--- src/meter_irq_map.svh ---
// register map, field positions, reset values for the meter interrupt flags block
// assumes a 16-bit register port with word offsets as printed
`ifndef METER_IRQ_MAP_SVH
`define METER_IRQ_MAP_SVH
`define IRQ_CAUSE_OFFSET      8'h04
`define IRQ_ENABLE_OFFSET     8'h06
`define MODE_CTRL_TWO_OFFSET  8'h03
`define CAUSE_RESET           16'h0000
`define ENABLE_RESET          16'h0000
`define MODE_CTRL_TWO_RESET   8'h00
`define IMPLEMENTED_BITS      16'hff07
`define FUND_DISABLE_BIT      4
`define BIT_CYCLE_LATE        15
`define BIT_DSP_DONE          14
`define BIT_REACTIVE_DIR      13
`define BIT_REAL_DIR          12
`define BIT_ZERO_CROSS_LOSS   11
`define BIT_LOW_VOLTAGE       10
`define BIT_HIGH_VOLTAGE      9
`define BIT_HIGH_CURRENT      8
`define BIT_ENERGY_WRAP       2
`define BIT_CONFIG_SUM        1
`define BIT_SUPPLY_FAIL       0
`endif

--- src/meter_irq_pkg.sv ---
// types shared by both ends of the meter interrupt link
// assumes meter_irq_map.svh is on the include path
package meter_irq_pkg;
  typedef logic [15:0] word_t;
  typedef logic [7:0]  addr_t;
  typedef enum logic [1:0] {
    HOST_IDLE  = 2'b00,
    HOST_READ  = 2'b01,
    HOST_CLEAR = 2'b10
  } host_state_t;
endpackage

--- src/meter_irq_if.sv ---
// register port and interrupt line between metering device and host
// assumes one shared clock; host is the only register master
`timescale 1ns/1ps
`default_nettype none
interface meter_irq_if;
  import meter_irq_pkg::*;
  logic  wr;
  logic  rd;
  addr_t addr;
  word_t wdata;
  word_t rdata;
  logic  rvalid;
  logic  irq_n;
  modport device (input wr, input rd, input addr, input wdata,
                  output rdata, output rvalid, output irq_n);
  modport host (output wr, output rd, output addr, output wdata,
                input rdata, input rvalid, input irq_n);
endinterface
`default_nettype wire

--- src/meter_irq_device.sv ---
// device end: interrupt cause and enable registers driving the request line
// assumes the host keeps to one access per cycle; event pulses are on i_ref_clk
// events are sampled once per clock, so a pulse that spans no rising edge is lost
// the host clears causes by writing back the complement of what it read
// How it works
// - irq low when any enabled cause set
// - causes stay set until host clears
// - bit 15 set on cycle overrun
// - bit 14 set on cycle done
// - bit 13 set on reactive direction change
// - bit 12 set on real direction change
// - bit 11 set on zero crossing loss
// - bit 10 set on under-voltage
// - bit 9 set on over-voltage
// - bit 8 set on over-current
// - bit 2 set on accumulator overflow
// - bit 1 set on checksum change
// - bit 0 set on imminent supply failure
// - enable bits match cause bit positions
// - host eases dsp load after overrun
// - host reviews configuration after checksum change
// - host saves state on supply failure
// - fundamental disable bit stops fundamental calculations
`include "meter_irq_map.svh"
`timescale 1ns/1ps
`default_nettype none
module meter_irq_device #(
  parameter int WORD_BITS = 16,
  parameter int ADDR_BITS = 8
) (
  input  wire logic                i_ref_clk,
  input  wire logic                i_rst,
  meter_irq_if.device              bus,
  input  wire logic                i_cycle_late,
  input  wire logic                i_dsp_done,
  input  wire logic                i_reactive_dir_change,
  input  wire logic                i_real_dir_change,
  input  wire logic                i_zero_cross_loss,
  input  wire logic                i_low_voltage,
  input  wire logic                i_high_voltage,
  input  wire logic                i_high_current,
  input  wire logic                i_energy_wrap,
  input  wire logic [15:0]         i_config_checksum,
  input  wire logic                i_supply_fail,
  output logic                     o_fundamental_disable
);
  import meter_irq_pkg::*;

  // the carrier fixes both widths; any other value cannot be served
  if (WORD_BITS != $bits(word_t)) begin : g_word_check
    $error("register word width must be 16");
  end
  if (ADDR_BITS != $bits(addr_t)) begin : g_addr_check
    $error("register address width must be 8");
  end
  if (`BIT_CYCLE_LATE >= WORD_BITS) begin : g_cause_check
    $error("cause positions must fit in the register word");
  end
  if (`FUND_DISABLE_BIT > 7) begin : g_mode_check
    $error("mode register holds only eight bits");
  end

  localparam word_t IMPL_MASK = `IMPLEMENTED_BITS;

  typedef struct packed {
    word_t       cause;
    word_t       enable;
    logic [7:0]  mode2;
    logic [15:0] sum_seen;
    logic        sum_valid;
    word_t       rdata;
    logic        rvalid;
    logic        irq_n;
  } dev_state_t;

  // every field clears on reset except irq_n, which starts high; the checksum reference is seeded afresh
  localparam dev_state_t RESET_STATE = '{
    cause:     `CAUSE_RESET,
    enable:    `ENABLE_RESET,
    mode2:     `MODE_CTRL_TWO_RESET,
    sum_seen:  16'h0000,
    sum_valid: 1'b0,
    rdata:     16'h0000,
    rvalid:    1'b0,
    irq_n:     1'b1
  };

  dev_state_t s_q;
  dev_state_t s_d;
  word_t      events;
  // write decode
  logic       wr_cause;
  logic       wr_enable;
  logic       wr_mode;
  // per-bit next values
  word_t      keep;
  word_t      cause_next;
  word_t      enable_next;
  word_t      pending;
  word_t      read_word;

  // one write per cycle; the first matching offset wins
  always_comb begin
    wr_cause  = 1'b0;
    wr_enable = 1'b0;
    wr_mode   = 1'b0;
    if (bus.wr && bus.addr == `IRQ_CAUSE_OFFSET) begin
      wr_cause = 1'b1;
    end else if (bus.wr && bus.addr == `IRQ_ENABLE_OFFSET) begin
      wr_enable = 1'b1;
    end else if (bus.wr && bus.addr == `MODE_CTRL_TWO_OFFSET) begin
      wr_mode = 1'b1;
    end
  end

  always_comb begin
    events = 16'h0000;
    // processing-cycle events
    events[`BIT_CYCLE_LATE]      = i_cycle_late;
    events[`BIT_DSP_DONE]        = i_dsp_done;

    // direction and zero-crossing events
    events[`BIT_REACTIVE_DIR]    = i_reactive_dir_change;
    events[`BIT_REAL_DIR]        = i_real_dir_change;
    events[`BIT_ZERO_CROSS_LOSS] = i_zero_cross_loss;

    // level detectors
    events[`BIT_LOW_VOLTAGE]     = i_low_voltage;
    events[`BIT_HIGH_VOLTAGE]    = i_high_voltage;
    events[`BIT_HIGH_CURRENT]    = i_high_current;

    // accumulator, checksum and supply
    events[`BIT_ENERGY_WRAP]     = i_energy_wrap;
    // first sample after reset only seeds the reference, no false change
    events[`BIT_CONFIG_SUM]      = s_q.sum_valid &&
                                   (i_config_checksum != s_q.sum_seen);
    events[`BIT_SUPPLY_FAIL]     = i_supply_fail;
  end

  // a one written keeps a cause and a zero clears it; no write keeps all
  assign keep = wr_cause ? bus.wdata : 16'hffff;

  // per bit: an event in the clear cycle wins, so no event is ever lost;
  // reserved positions are tied off and can never reach the request line
  for (genvar b = 0; b < WORD_BITS; b++) begin : g_bit
    assign cause_next[b] = IMPL_MASK[b] &
                           (events[b] | (s_q.cause[b] & keep[b]));
    assign enable_next[b] = IMPL_MASK[b] &
                            (wr_enable ? bus.wdata[b] : s_q.enable[b]);
    assign pending[b] = cause_next[b] & enable_next[b];
  end

  // reads see the registers as they stood before this cycle's write
  always_comb begin
    read_word = 16'h0000;
    if (bus.addr == `IRQ_CAUSE_OFFSET) begin
      read_word = s_q.cause;
    end else if (bus.addr == `IRQ_ENABLE_OFFSET) begin
      read_word = s_q.enable;
    end else if (bus.addr == `MODE_CTRL_TWO_OFFSET) begin
      read_word = {8'h00, s_q.mode2};
    end
  end

  always_comb begin
    s_d           = s_q;
    s_d.sum_seen  = i_config_checksum;
    s_d.sum_valid = 1'b1;
    s_d.cause     = cause_next;
    s_d.enable    = enable_next;
    s_d.rvalid    = 1'b0;

    if (wr_mode) begin
      s_d.mode2 = bus.wdata[7:0];
    end

    // rdata holds between reads so a slow host may still pick it up
    if (bus.rd) begin
      s_d.rvalid = 1'b1;
      s_d.rdata  = read_word;
    end

    // the request follows the next state, so it moves on the cause's edge
    s_d.irq_n = ~|pending;
  end

  // one register for all state keeps reset and update in one place
  always_ff @(posedge i_ref_clk) begin
    if (i_rst) begin
      s_q <= RESET_STATE;
    end else begin
      s_q <= s_d;
    end
  end

  // outputs come straight from the state register
  assign bus.rdata             = s_q.rdata;
  assign bus.rvalid            = s_q.rvalid;
  assign bus.irq_n             = s_q.irq_n;
  assign o_fundamental_disable = s_q.mode2[`FUND_DISABLE_BIT];
endmodule // meter_irq_device
`default_nettype wire

--- src/flat_wrapper.sv ---
// flat-port wrapper written by rule: the top's interface ports become plain ports
module meter_irq_device_flat import meter_irq_pkg::*;
#(
  parameter int WORD_BITS = 16,
  parameter int ADDR_BITS = 8
)
  (i_ref_clk, i_rst, i_cycle_late, i_dsp_done, i_reactive_dir_change, i_real_dir_change, i_zero_cross_loss, i_low_voltage, i_high_voltage, i_high_current, i_energy_wrap, i_config_checksum, i_supply_fail, o_fundamental_disable, bus_wr, bus_rd, bus_addr, bus_wdata, bus_rdata, bus_rvalid, bus_irq_n);
  meter_irq_if bus_i ();
  input  wire logic i_ref_clk;
  input  wire logic i_rst;
  input  wire logic i_cycle_late;
  input  wire logic i_dsp_done;
  input  wire logic i_reactive_dir_change;
  input  wire logic i_real_dir_change;
  input  wire logic i_zero_cross_loss;
  input  wire logic i_low_voltage;
  input  wire logic i_high_voltage;
  input  wire logic i_high_current;
  input  wire logic i_energy_wrap;
  input  wire logic [15:0] i_config_checksum;
  input  wire logic i_supply_fail;
  output logic o_fundamental_disable;
  input wire logic [$bits(bus_i.wr)-1:0] bus_wr;
  input wire logic [$bits(bus_i.rd)-1:0] bus_rd;
  input wire logic [$bits(bus_i.addr)-1:0] bus_addr;
  input wire logic [$bits(bus_i.wdata)-1:0] bus_wdata;
  output wire logic [$bits(bus_i.rdata)-1:0] bus_rdata;
  output wire logic [$bits(bus_i.rvalid)-1:0] bus_rvalid;
  output wire logic [$bits(bus_i.irq_n)-1:0] bus_irq_n;
  assign bus_i.wr = bus_wr;
  assign bus_i.rd = bus_rd;
  assign bus_i.addr = bus_addr;
  assign bus_i.wdata = bus_wdata;
  assign bus_rdata = bus_i.rdata;
  assign bus_rvalid = bus_i.rvalid;
  assign bus_irq_n = bus_i.irq_n;
  meter_irq_device #(.WORD_BITS(WORD_BITS), .ADDR_BITS(ADDR_BITS)) u_core (.i_ref_clk(i_ref_clk), .i_rst(i_rst), .bus(bus_i), .i_cycle_late(i_cycle_late), .i_dsp_done(i_dsp_done), .i_reactive_dir_change(i_reactive_dir_change), .i_real_dir_change(i_real_dir_change), .i_zero_cross_loss(i_zero_cross_loss), .i_low_voltage(i_low_voltage), .i_high_voltage(i_high_voltage), .i_high_current(i_high_current), .i_energy_wrap(i_energy_wrap), .i_config_checksum(i_config_checksum), .i_supply_fail(i_supply_fail), .o_fundamental_disable(o_fundamental_disable));
endmodule
--- config.mk ---
export PLATFORM = sky130hd
export DESIGN_NAME = meter_irq_device_flat
export DESIGN_NICKNAME = d
export VERILOG_FILES = /design/src/meter_irq_pkg.sv /design/src/meter_irq_if.sv /design/src/meter_irq_device.sv /design/src/flat_wrapper.sv
export VERILOG_INCLUDE_DIRS = /design/src
export SDC_FILE = /design/constraint.sdc
export NUM_CORES = 1
export LEC_CHECK = 0
export BUFFER_PORTS_ARGS = -buffer_cell sky130_fd_sc_hd__buf_2
export CORE_MARGIN = 10
export CORE_UTILIZATION = 35
export DETAILED_ROUTE_END_ITERATION = 8
export GPL_TIMING_DRIVEN = 0
export SETUP_SLACK_MARGIN = 0.02
export SLEW_MARGIN = 20
export SYNTH_ARGS = -nofsm -noshare
export SYNTH_HDL_FRONTEND = slang
export SYNTH_SLANG_ARGS = --single-unit
export TNS_END_PERCENT = 100
--- constraint.sdc ---
create_clock -name i_ref_clk -period 2.06 [get_ports i_ref_clk]
set_clock_uncertainty 0.05 [all_clocks]
set_input_delay 0.618 -clock i_ref_clk [delete_from_list [all_inputs] [get_ports i_ref_clk]]
set_output_delay 0.618 -clock i_ref_clk [all_outputs]
set_load 0.1 [all_outputs]
Word level (Yosys, flattened, before mapping)
Index checks and enable logic that the tools add are counted.
{"block": "totals", "regBits": 75, "output_inout_bits": 19, "elab_cells": 76}
{"block": "op_classes", "n_mux": 23, "n_bitwise": 33, "reduce_logical": 6, "n_eq_ne": 4}
{"cell": "2-to-1 mux 16 bit", "count": 3}
{"cell": "AND 1 bit", "count": 22}
{"cell": "2-to-1 mux 19 bit", "count": 1}
{"cell": "2-to-1 mux 1 bit", "count": 17}
{"cell": "2-to-1 mux 17 bit", "count": 1}
{"cell": "equality test 8 x 3 -> 1 bit (second input constant)", "count": 2}
{"cell": "!= test 16 bit", "count": 1}
{"cell": "OR 1 bit", "count": 11}
{"cell": "OR reduction 11 bit", "count": 1}
{"cell": "equality test 8 x 2 -> 1 bit (second input constant)", "count": 1}
{"cell": "2-to-1 mux 8 bit", "count": 1}
{"cell": "logical AND 1 bit", "count": 4}
{"cell": "logical NOT 1 bit", "count": 1}

Longest topological paths before layout
{"block": "depth", "word_depth": 10, "ltp_mapped": 7}

Worst setup path before layout
No wires, ideal clock.
{"block": "synth_timing", "path_kind": "input to register", "from": "input bus_wr", "to": "register u_core.s_q, in the netlist u_core.bus.irq_n", "path_buffers": 1, "arrival_time_ns": 1.911, "path_slack_ns": -0.017, "t_required_ns": 1.894, "path_stages": 6, "path_cell_list": "clkbuf_1 -> and3b_1 -> nand4_2 -> a221oi_1 -> nor4_1 -> a41o_1"}
{"block": "synth_between", "elab_chain_len": 8, "elab_cells_between_ends": 52, "cone_classes": "15 x mux; 33 x bitwise; 4 x reduce/logical"}
{"item": "start: declaration", "line": "flat_wrapper.sv:23", "source": "input wire logic [$bits(bus_i.wr)-1:0] bus_wr;"}
{"item": "logical AND 1 bit (no line)"}
{"item": "2-to-1 mux 1 bit", "line": "meter_irq_device.sv:107", "source": "if (bus.wr && bus.addr == `IRQ_CAUSE_OFFSET) begin"}
{"item": "2-to-1 mux 16 bit", "line": "meter_irq_device.sv:141", "source": "assign keep = wr_cause ? bus.wdata : 16'hffff;"}
{"item": "AND 1 bit", "line": "meter_irq_device.sv:147", "source": "(events[b] | (s_q.cause[b] & keep[b]));"}
{"item": "OR 1 bit", "line": "meter_irq_device.sv:147"}
{"item": "AND 1 bit", "line": "meter_irq_device.sv:150", "source": "assign pending[b] = cause_next[b] & enable_next[b];"}
{"item": "OR reduction 11 bit (*)", "line": "meter_irq_device.sv:184", "source": "s_d.irq_n = ~|pending;"}
{"item": "logical NOT 1 bit (*)", "line": "meter_irq_device.sv:184"}
{"item": "end signal: assignment", "line": "meter_irq_device.sv:190", "source": "s_q <= RESET_STATE;"}
{"item": "end signal: assignment", "line": "meter_irq_device.sv:192", "source": "s_q <= s_d;"}
{"item": "end: declaration", "line": "meter_irq_device.sv:88", "source": "dev_state_t s_q;"}
Every way passes the cells marked *; elsewhere a longest branch is shown, timed or not.
A chain may end at the register's enable or synchronous reset.

Worst setup path in the final report
{"block": "layout_timing", "from": "input bus_addr[4]", "to": "register u_core.s_q, in the netlist u_core.bus.irq_n"}
{"block": "layout_between", "elab_chain_len": 9, "elab_cells_between_ends": 54, "cone_classes": "2 x eq/ne; 15 x mux; 33 x bitwise; 4 x reduce/logical"}
{"item": "start: declaration", "line": "flat_wrapper.sv:25", "source": "input wire logic [$bits(bus_i.addr)-1:0] bus_addr;"}
{"item": "equality test 8 x 3 -> 1 bit (no line)"}
{"item": "logical AND 1 bit (no line)"}
{"item": "2-to-1 mux 1 bit", "line": "meter_irq_device.sv:107"}
{"item": "2-to-1 mux 16 bit", "line": "meter_irq_device.sv:141"}
{"item": "AND 1 bit", "line": "meter_irq_device.sv:147"}
{"item": "OR 1 bit", "line": "meter_irq_device.sv:147"}
{"item": "AND 1 bit", "line": "meter_irq_device.sv:150"}
{"item": "OR reduction 11 bit (*)", "line": "meter_irq_device.sv:184"}
{"item": "logical NOT 1 bit (*)", "line": "meter_irq_device.sv:184"}
Marked as above.

==> flow_summary_export.csv <==
group,metric,value,unit
cells_and_area,fin_util,44.4,%
critical_path,cp_max_fo,10,
power_and_ir_drop,clkPwrFrac,39.9,%
synthesis,syn_area,2890,um^2
floorplanning,dieArea,12300,um^2
cts,h-tree-depth,3,
hold_path,min_path_type,"flip-flop to flip-flop",
synthesis,syn_avg_cell_area,8.80,um^2
critical_path,startpoint,"bus_addr[4]",
critical_path,cp.required,2290,ps
synthesis,syn_nets,382,
power_and_ir_drop,irDropWorstVdd,0.478,mV
grt,grt_use_total,12.6,%
critical_path,cp-end-kind,"flip-flop",
floorplanning,core,8130,um^2
critical_path,cp-start-kind,"input port",
cells_and_area,drive_gt1_share,27.6,%
detailed_routing,dr_total_vias,2503,
grt,grt_overflow,0,
cts,cts.reportedPaths.clkPinSlew,80,ps
critical_path,cp_cell_sequence,"buf_2 > nor4_4 > buf_4 > and3_1 > buf_4 > a221oi_1 > nor4_1 > a41o_1",
detailed_routing,viasPerCell,4.80,
sta,max_clock_freq,0.513,GHz
synthesis,synth_cell_types,31,
flow_run,cap_viol_max_count,0,
grt,grt_pass1_wl,12.7,mm
cts,cts_hold_buf,0,
detailed_routing,wl_per_cell,15.0,um
cells_and_area,final_common_cell,"buf_2",
run_status,status,"finished, final reports clean",
detailed_routing,drc,0,
detailed_routing,first_pass_iters,4,
cells_and_area,final_cells,522,
cells_and_area,stdcell_area,3610,um^2
sta,relSlewSlack,62.0,%
grt,grt_max_degree,14,
cts,insertion_delay,350,ps
sta,hold_viol,0,
power_and_ir_drop,intPower,1.99,mW
critical_path,cp_slowest_cell,"nor4_1",
placement,dp_hpwl,5.97,mm
critical_path,crit_arrival,2180,ps
critical_path,slowest_delay,340,ps
sta,finalMaxSlewViolations,0,
synthesis,synth_seq_cells,65,
grt,grt_pass1_vias,2588,
power_and_ir_drop,p_switching,0.779,mW
placement,port_buffers,70,
cts,cts_made_buffers,9,
critical_path,cp_num_buf_inv,3,
cts,clockBufferDepth,2,
floorplanning,pin_count,73,
cts,root_buffer,"clkbuf_8",
power_and_ir_drop,design_power_total,2.77,mW
cells_and_area,area_delta_synth_final,25.3,%
sta,rsz0062_at_grt,"no",
critical_path,r2r-start,"u_core.s_q[27]",
placement,dpl_cell_area,3380,um^2
power_and_ir_drop,p_leak,1.57,nW
synthesis,synth_edf_count,0,
detailed_routing,drt-initial-drc-count,108,
placement,globalplace.congestion,0.798,
floorplanning,die_w,111,um
hold_path,worst_hold_startpoint,"u_core.s_q[42]",
critical_path,worstSetupPathType,"input port to flip-flop",
power_and_ir_drop,pwr-share-seq,47.8,%
detailed_routing,totalWireLength,7.84,mm
floorplanning,die_h,111,um
placement,pre_cts_ws,-425,ps
sta,fin_ws,112,ps
floorplanning,floorplan.rows,33,
power_and_ir_drop,cellPowerDensity,767,nW/um^2
power_and_ir_drop,swShare,28.1,%
sta,setup_viol,0,
detailed_routing,final_antenna_net_count,0,
cells_and_area,final_cell_mix,"73 x buf_2, 65 x dfxtp_1, 40 x nor2_1, 34 x a21oi_1, 23 x inv_1",
cells_and_area,fin_nets,466,
synthesis,yosys_warnings,0,
cells_and_area,diodes,0,
cts,cts_tree,"done",
synthesis,synthArstFlopShare,0,%
synthesis,netlist_instances,328,
sta,fin_crit,1950,ps
grt,grt_antenna_before_repair,0,
synthesis,yosysSeqAreaShare,45.1,%
placement,dp.cells,503,
power_and_ir_drop,power.share.combinational,12.2,%
sta,period_share,94.6,%
synthesis,synthFlopType,"dfxtp_1",
floorplanning,start_util,35.5,%
sta,tns,0,ps
critical_path,critical_path.top_delay_family,"simple AND/OR/NAND/NOR gates",
sta,max_slew.worst_pin.slew,570,ps
critical_path,cp_common_cell,"buf_4",
cts,numClockSinks,65,
sta,hold_slack,409,ps
worst paths after layout:
| check | endpoint | slack (ps) | cells after the start |
|---|---|---|---|
| max | u_core.bus.irq_n | 110 | 8 |
| min reg2reg | u_core.s_q[42] | 410 | 2 |
| max reg2reg | u_core.bus.irq_n | 390 | 5 |
| min | u_core.s_q[42] | 410 | 2 |
cell type report:
| type | count | area, um^2 |
|---|---|---|
| plain buffers | 33 | 194 |
| clock buffers | 9 | 124 |
| clock inverters | 7 | 77.6 |
| fillers | 824 | 4520 |
| inverters | 23 | 86.3 |
| multi-input cells | 207 | 1320 |
| flip-flops and latches | 65 | 1300 |
| well taps | 105 | 131 |
| repair buffers | 73 | 385 |
kinds of logic (layout without fill, tap and decap cells):
| family | count (synthesis) | after routing | share of synthesized area, % |
|---|---|---|---|
| AND/OR/NAND/NOR | 98 | 98 | 18.3 |
| AO/OA/AOI/OAI | 80 | 80 | 17.6 |
| flip-flops | 65 | 65 | 45.1 |
| buffers and inverters | 56 | 145 | 9.63 |
| XOR/XNOR | 16 | 16 | 4.86 |
| multiplexers | 13 | 13 | 4.51 |
tightest hold or removal path, delay by kind of cell (launching register included):
| kind | cells | cell delay, ps |
|---|---|---|
| AOI/OAI and AO/OA | 1 | 50 |
| DFF | 1 | 310 |
| and+or+nand+nor | 1 | 50 |
power groups by stage:
stage / logic [mW] / clock network [mW] / registers (mW)
finish: 0.339 / 1.11 / 1.33
global route: 0.370 / 1.19 / 1.33
CTS: 0.342 / 1.14 / 1.33
detailed placement: 0.339 / 0 / 1.36
global placement: 0.334 / 0 / 1.35
floorplan: 0.215 / 0 / 1.36
state kept, by name (all words and copies together) (netlist names):
register	flops
u_core.o_fundamental_disable	1
u_core.bus.rdata	16
u_core.bus.irq_n	1
u_core.s_q	46
u_core.bus.rvalid	1
synthesized netlist by cell type (2+ instances only):
| cell | n | area share (%) |
|---|---|---|
| a211oi_1 | 11 | 2.9 |
| a21oi_1 | 34 | 5.9 |
| a221oi_1 | 10 | 3.0 |
| a22oi_1 | 11 | 2.9 |
| and4_1 | 2 | 0.61 |
| buf_2 | 3 | 0.52 |
| buf_4 | 17 | 4.4 |
| clkbuf_1 | 12 | 1.6 |
| dfxtp_1 | 65 | 45 |
| inv_1 | 23 | 3.0 |
| mux2i_1 | 13 | 4.5 |
| nand2_1 | 7 | 0.91 |
| nand2b_1 | 5 | 1.1 |
| nand3_1 | 11 | 1.9 |
| nand4_1 | 6 | 1.3 |
| nor2_1 | 40 | 5.2 |
| nor2b_1 | 19 | 4.1 |
| nor4_1 | 2 | 0.43 |
| o21ai_0 | 10 | 1.7 |
| xnor2_1 | 16 | 4.9 |
what timing repair did:
item | CTS | global route
endpoints found under the hold margin | 0 | 0
endpoints found under the setup margin | 9 | 8
pin swaps | 2 | 0
gates resized for setup | 0 | 2
setup buffers | 3 | 0
per-layer routing:
metal  up-vias  wire [um]  track usage (%)
met2        60       3670             20.6
met4         0        101             4.69
met1      1149       3680             15.1
li1       1287          -                -
met3         7        389             3.90
met5         -          0                0
No activity file was read; power rests on OpenSTA's default activity.
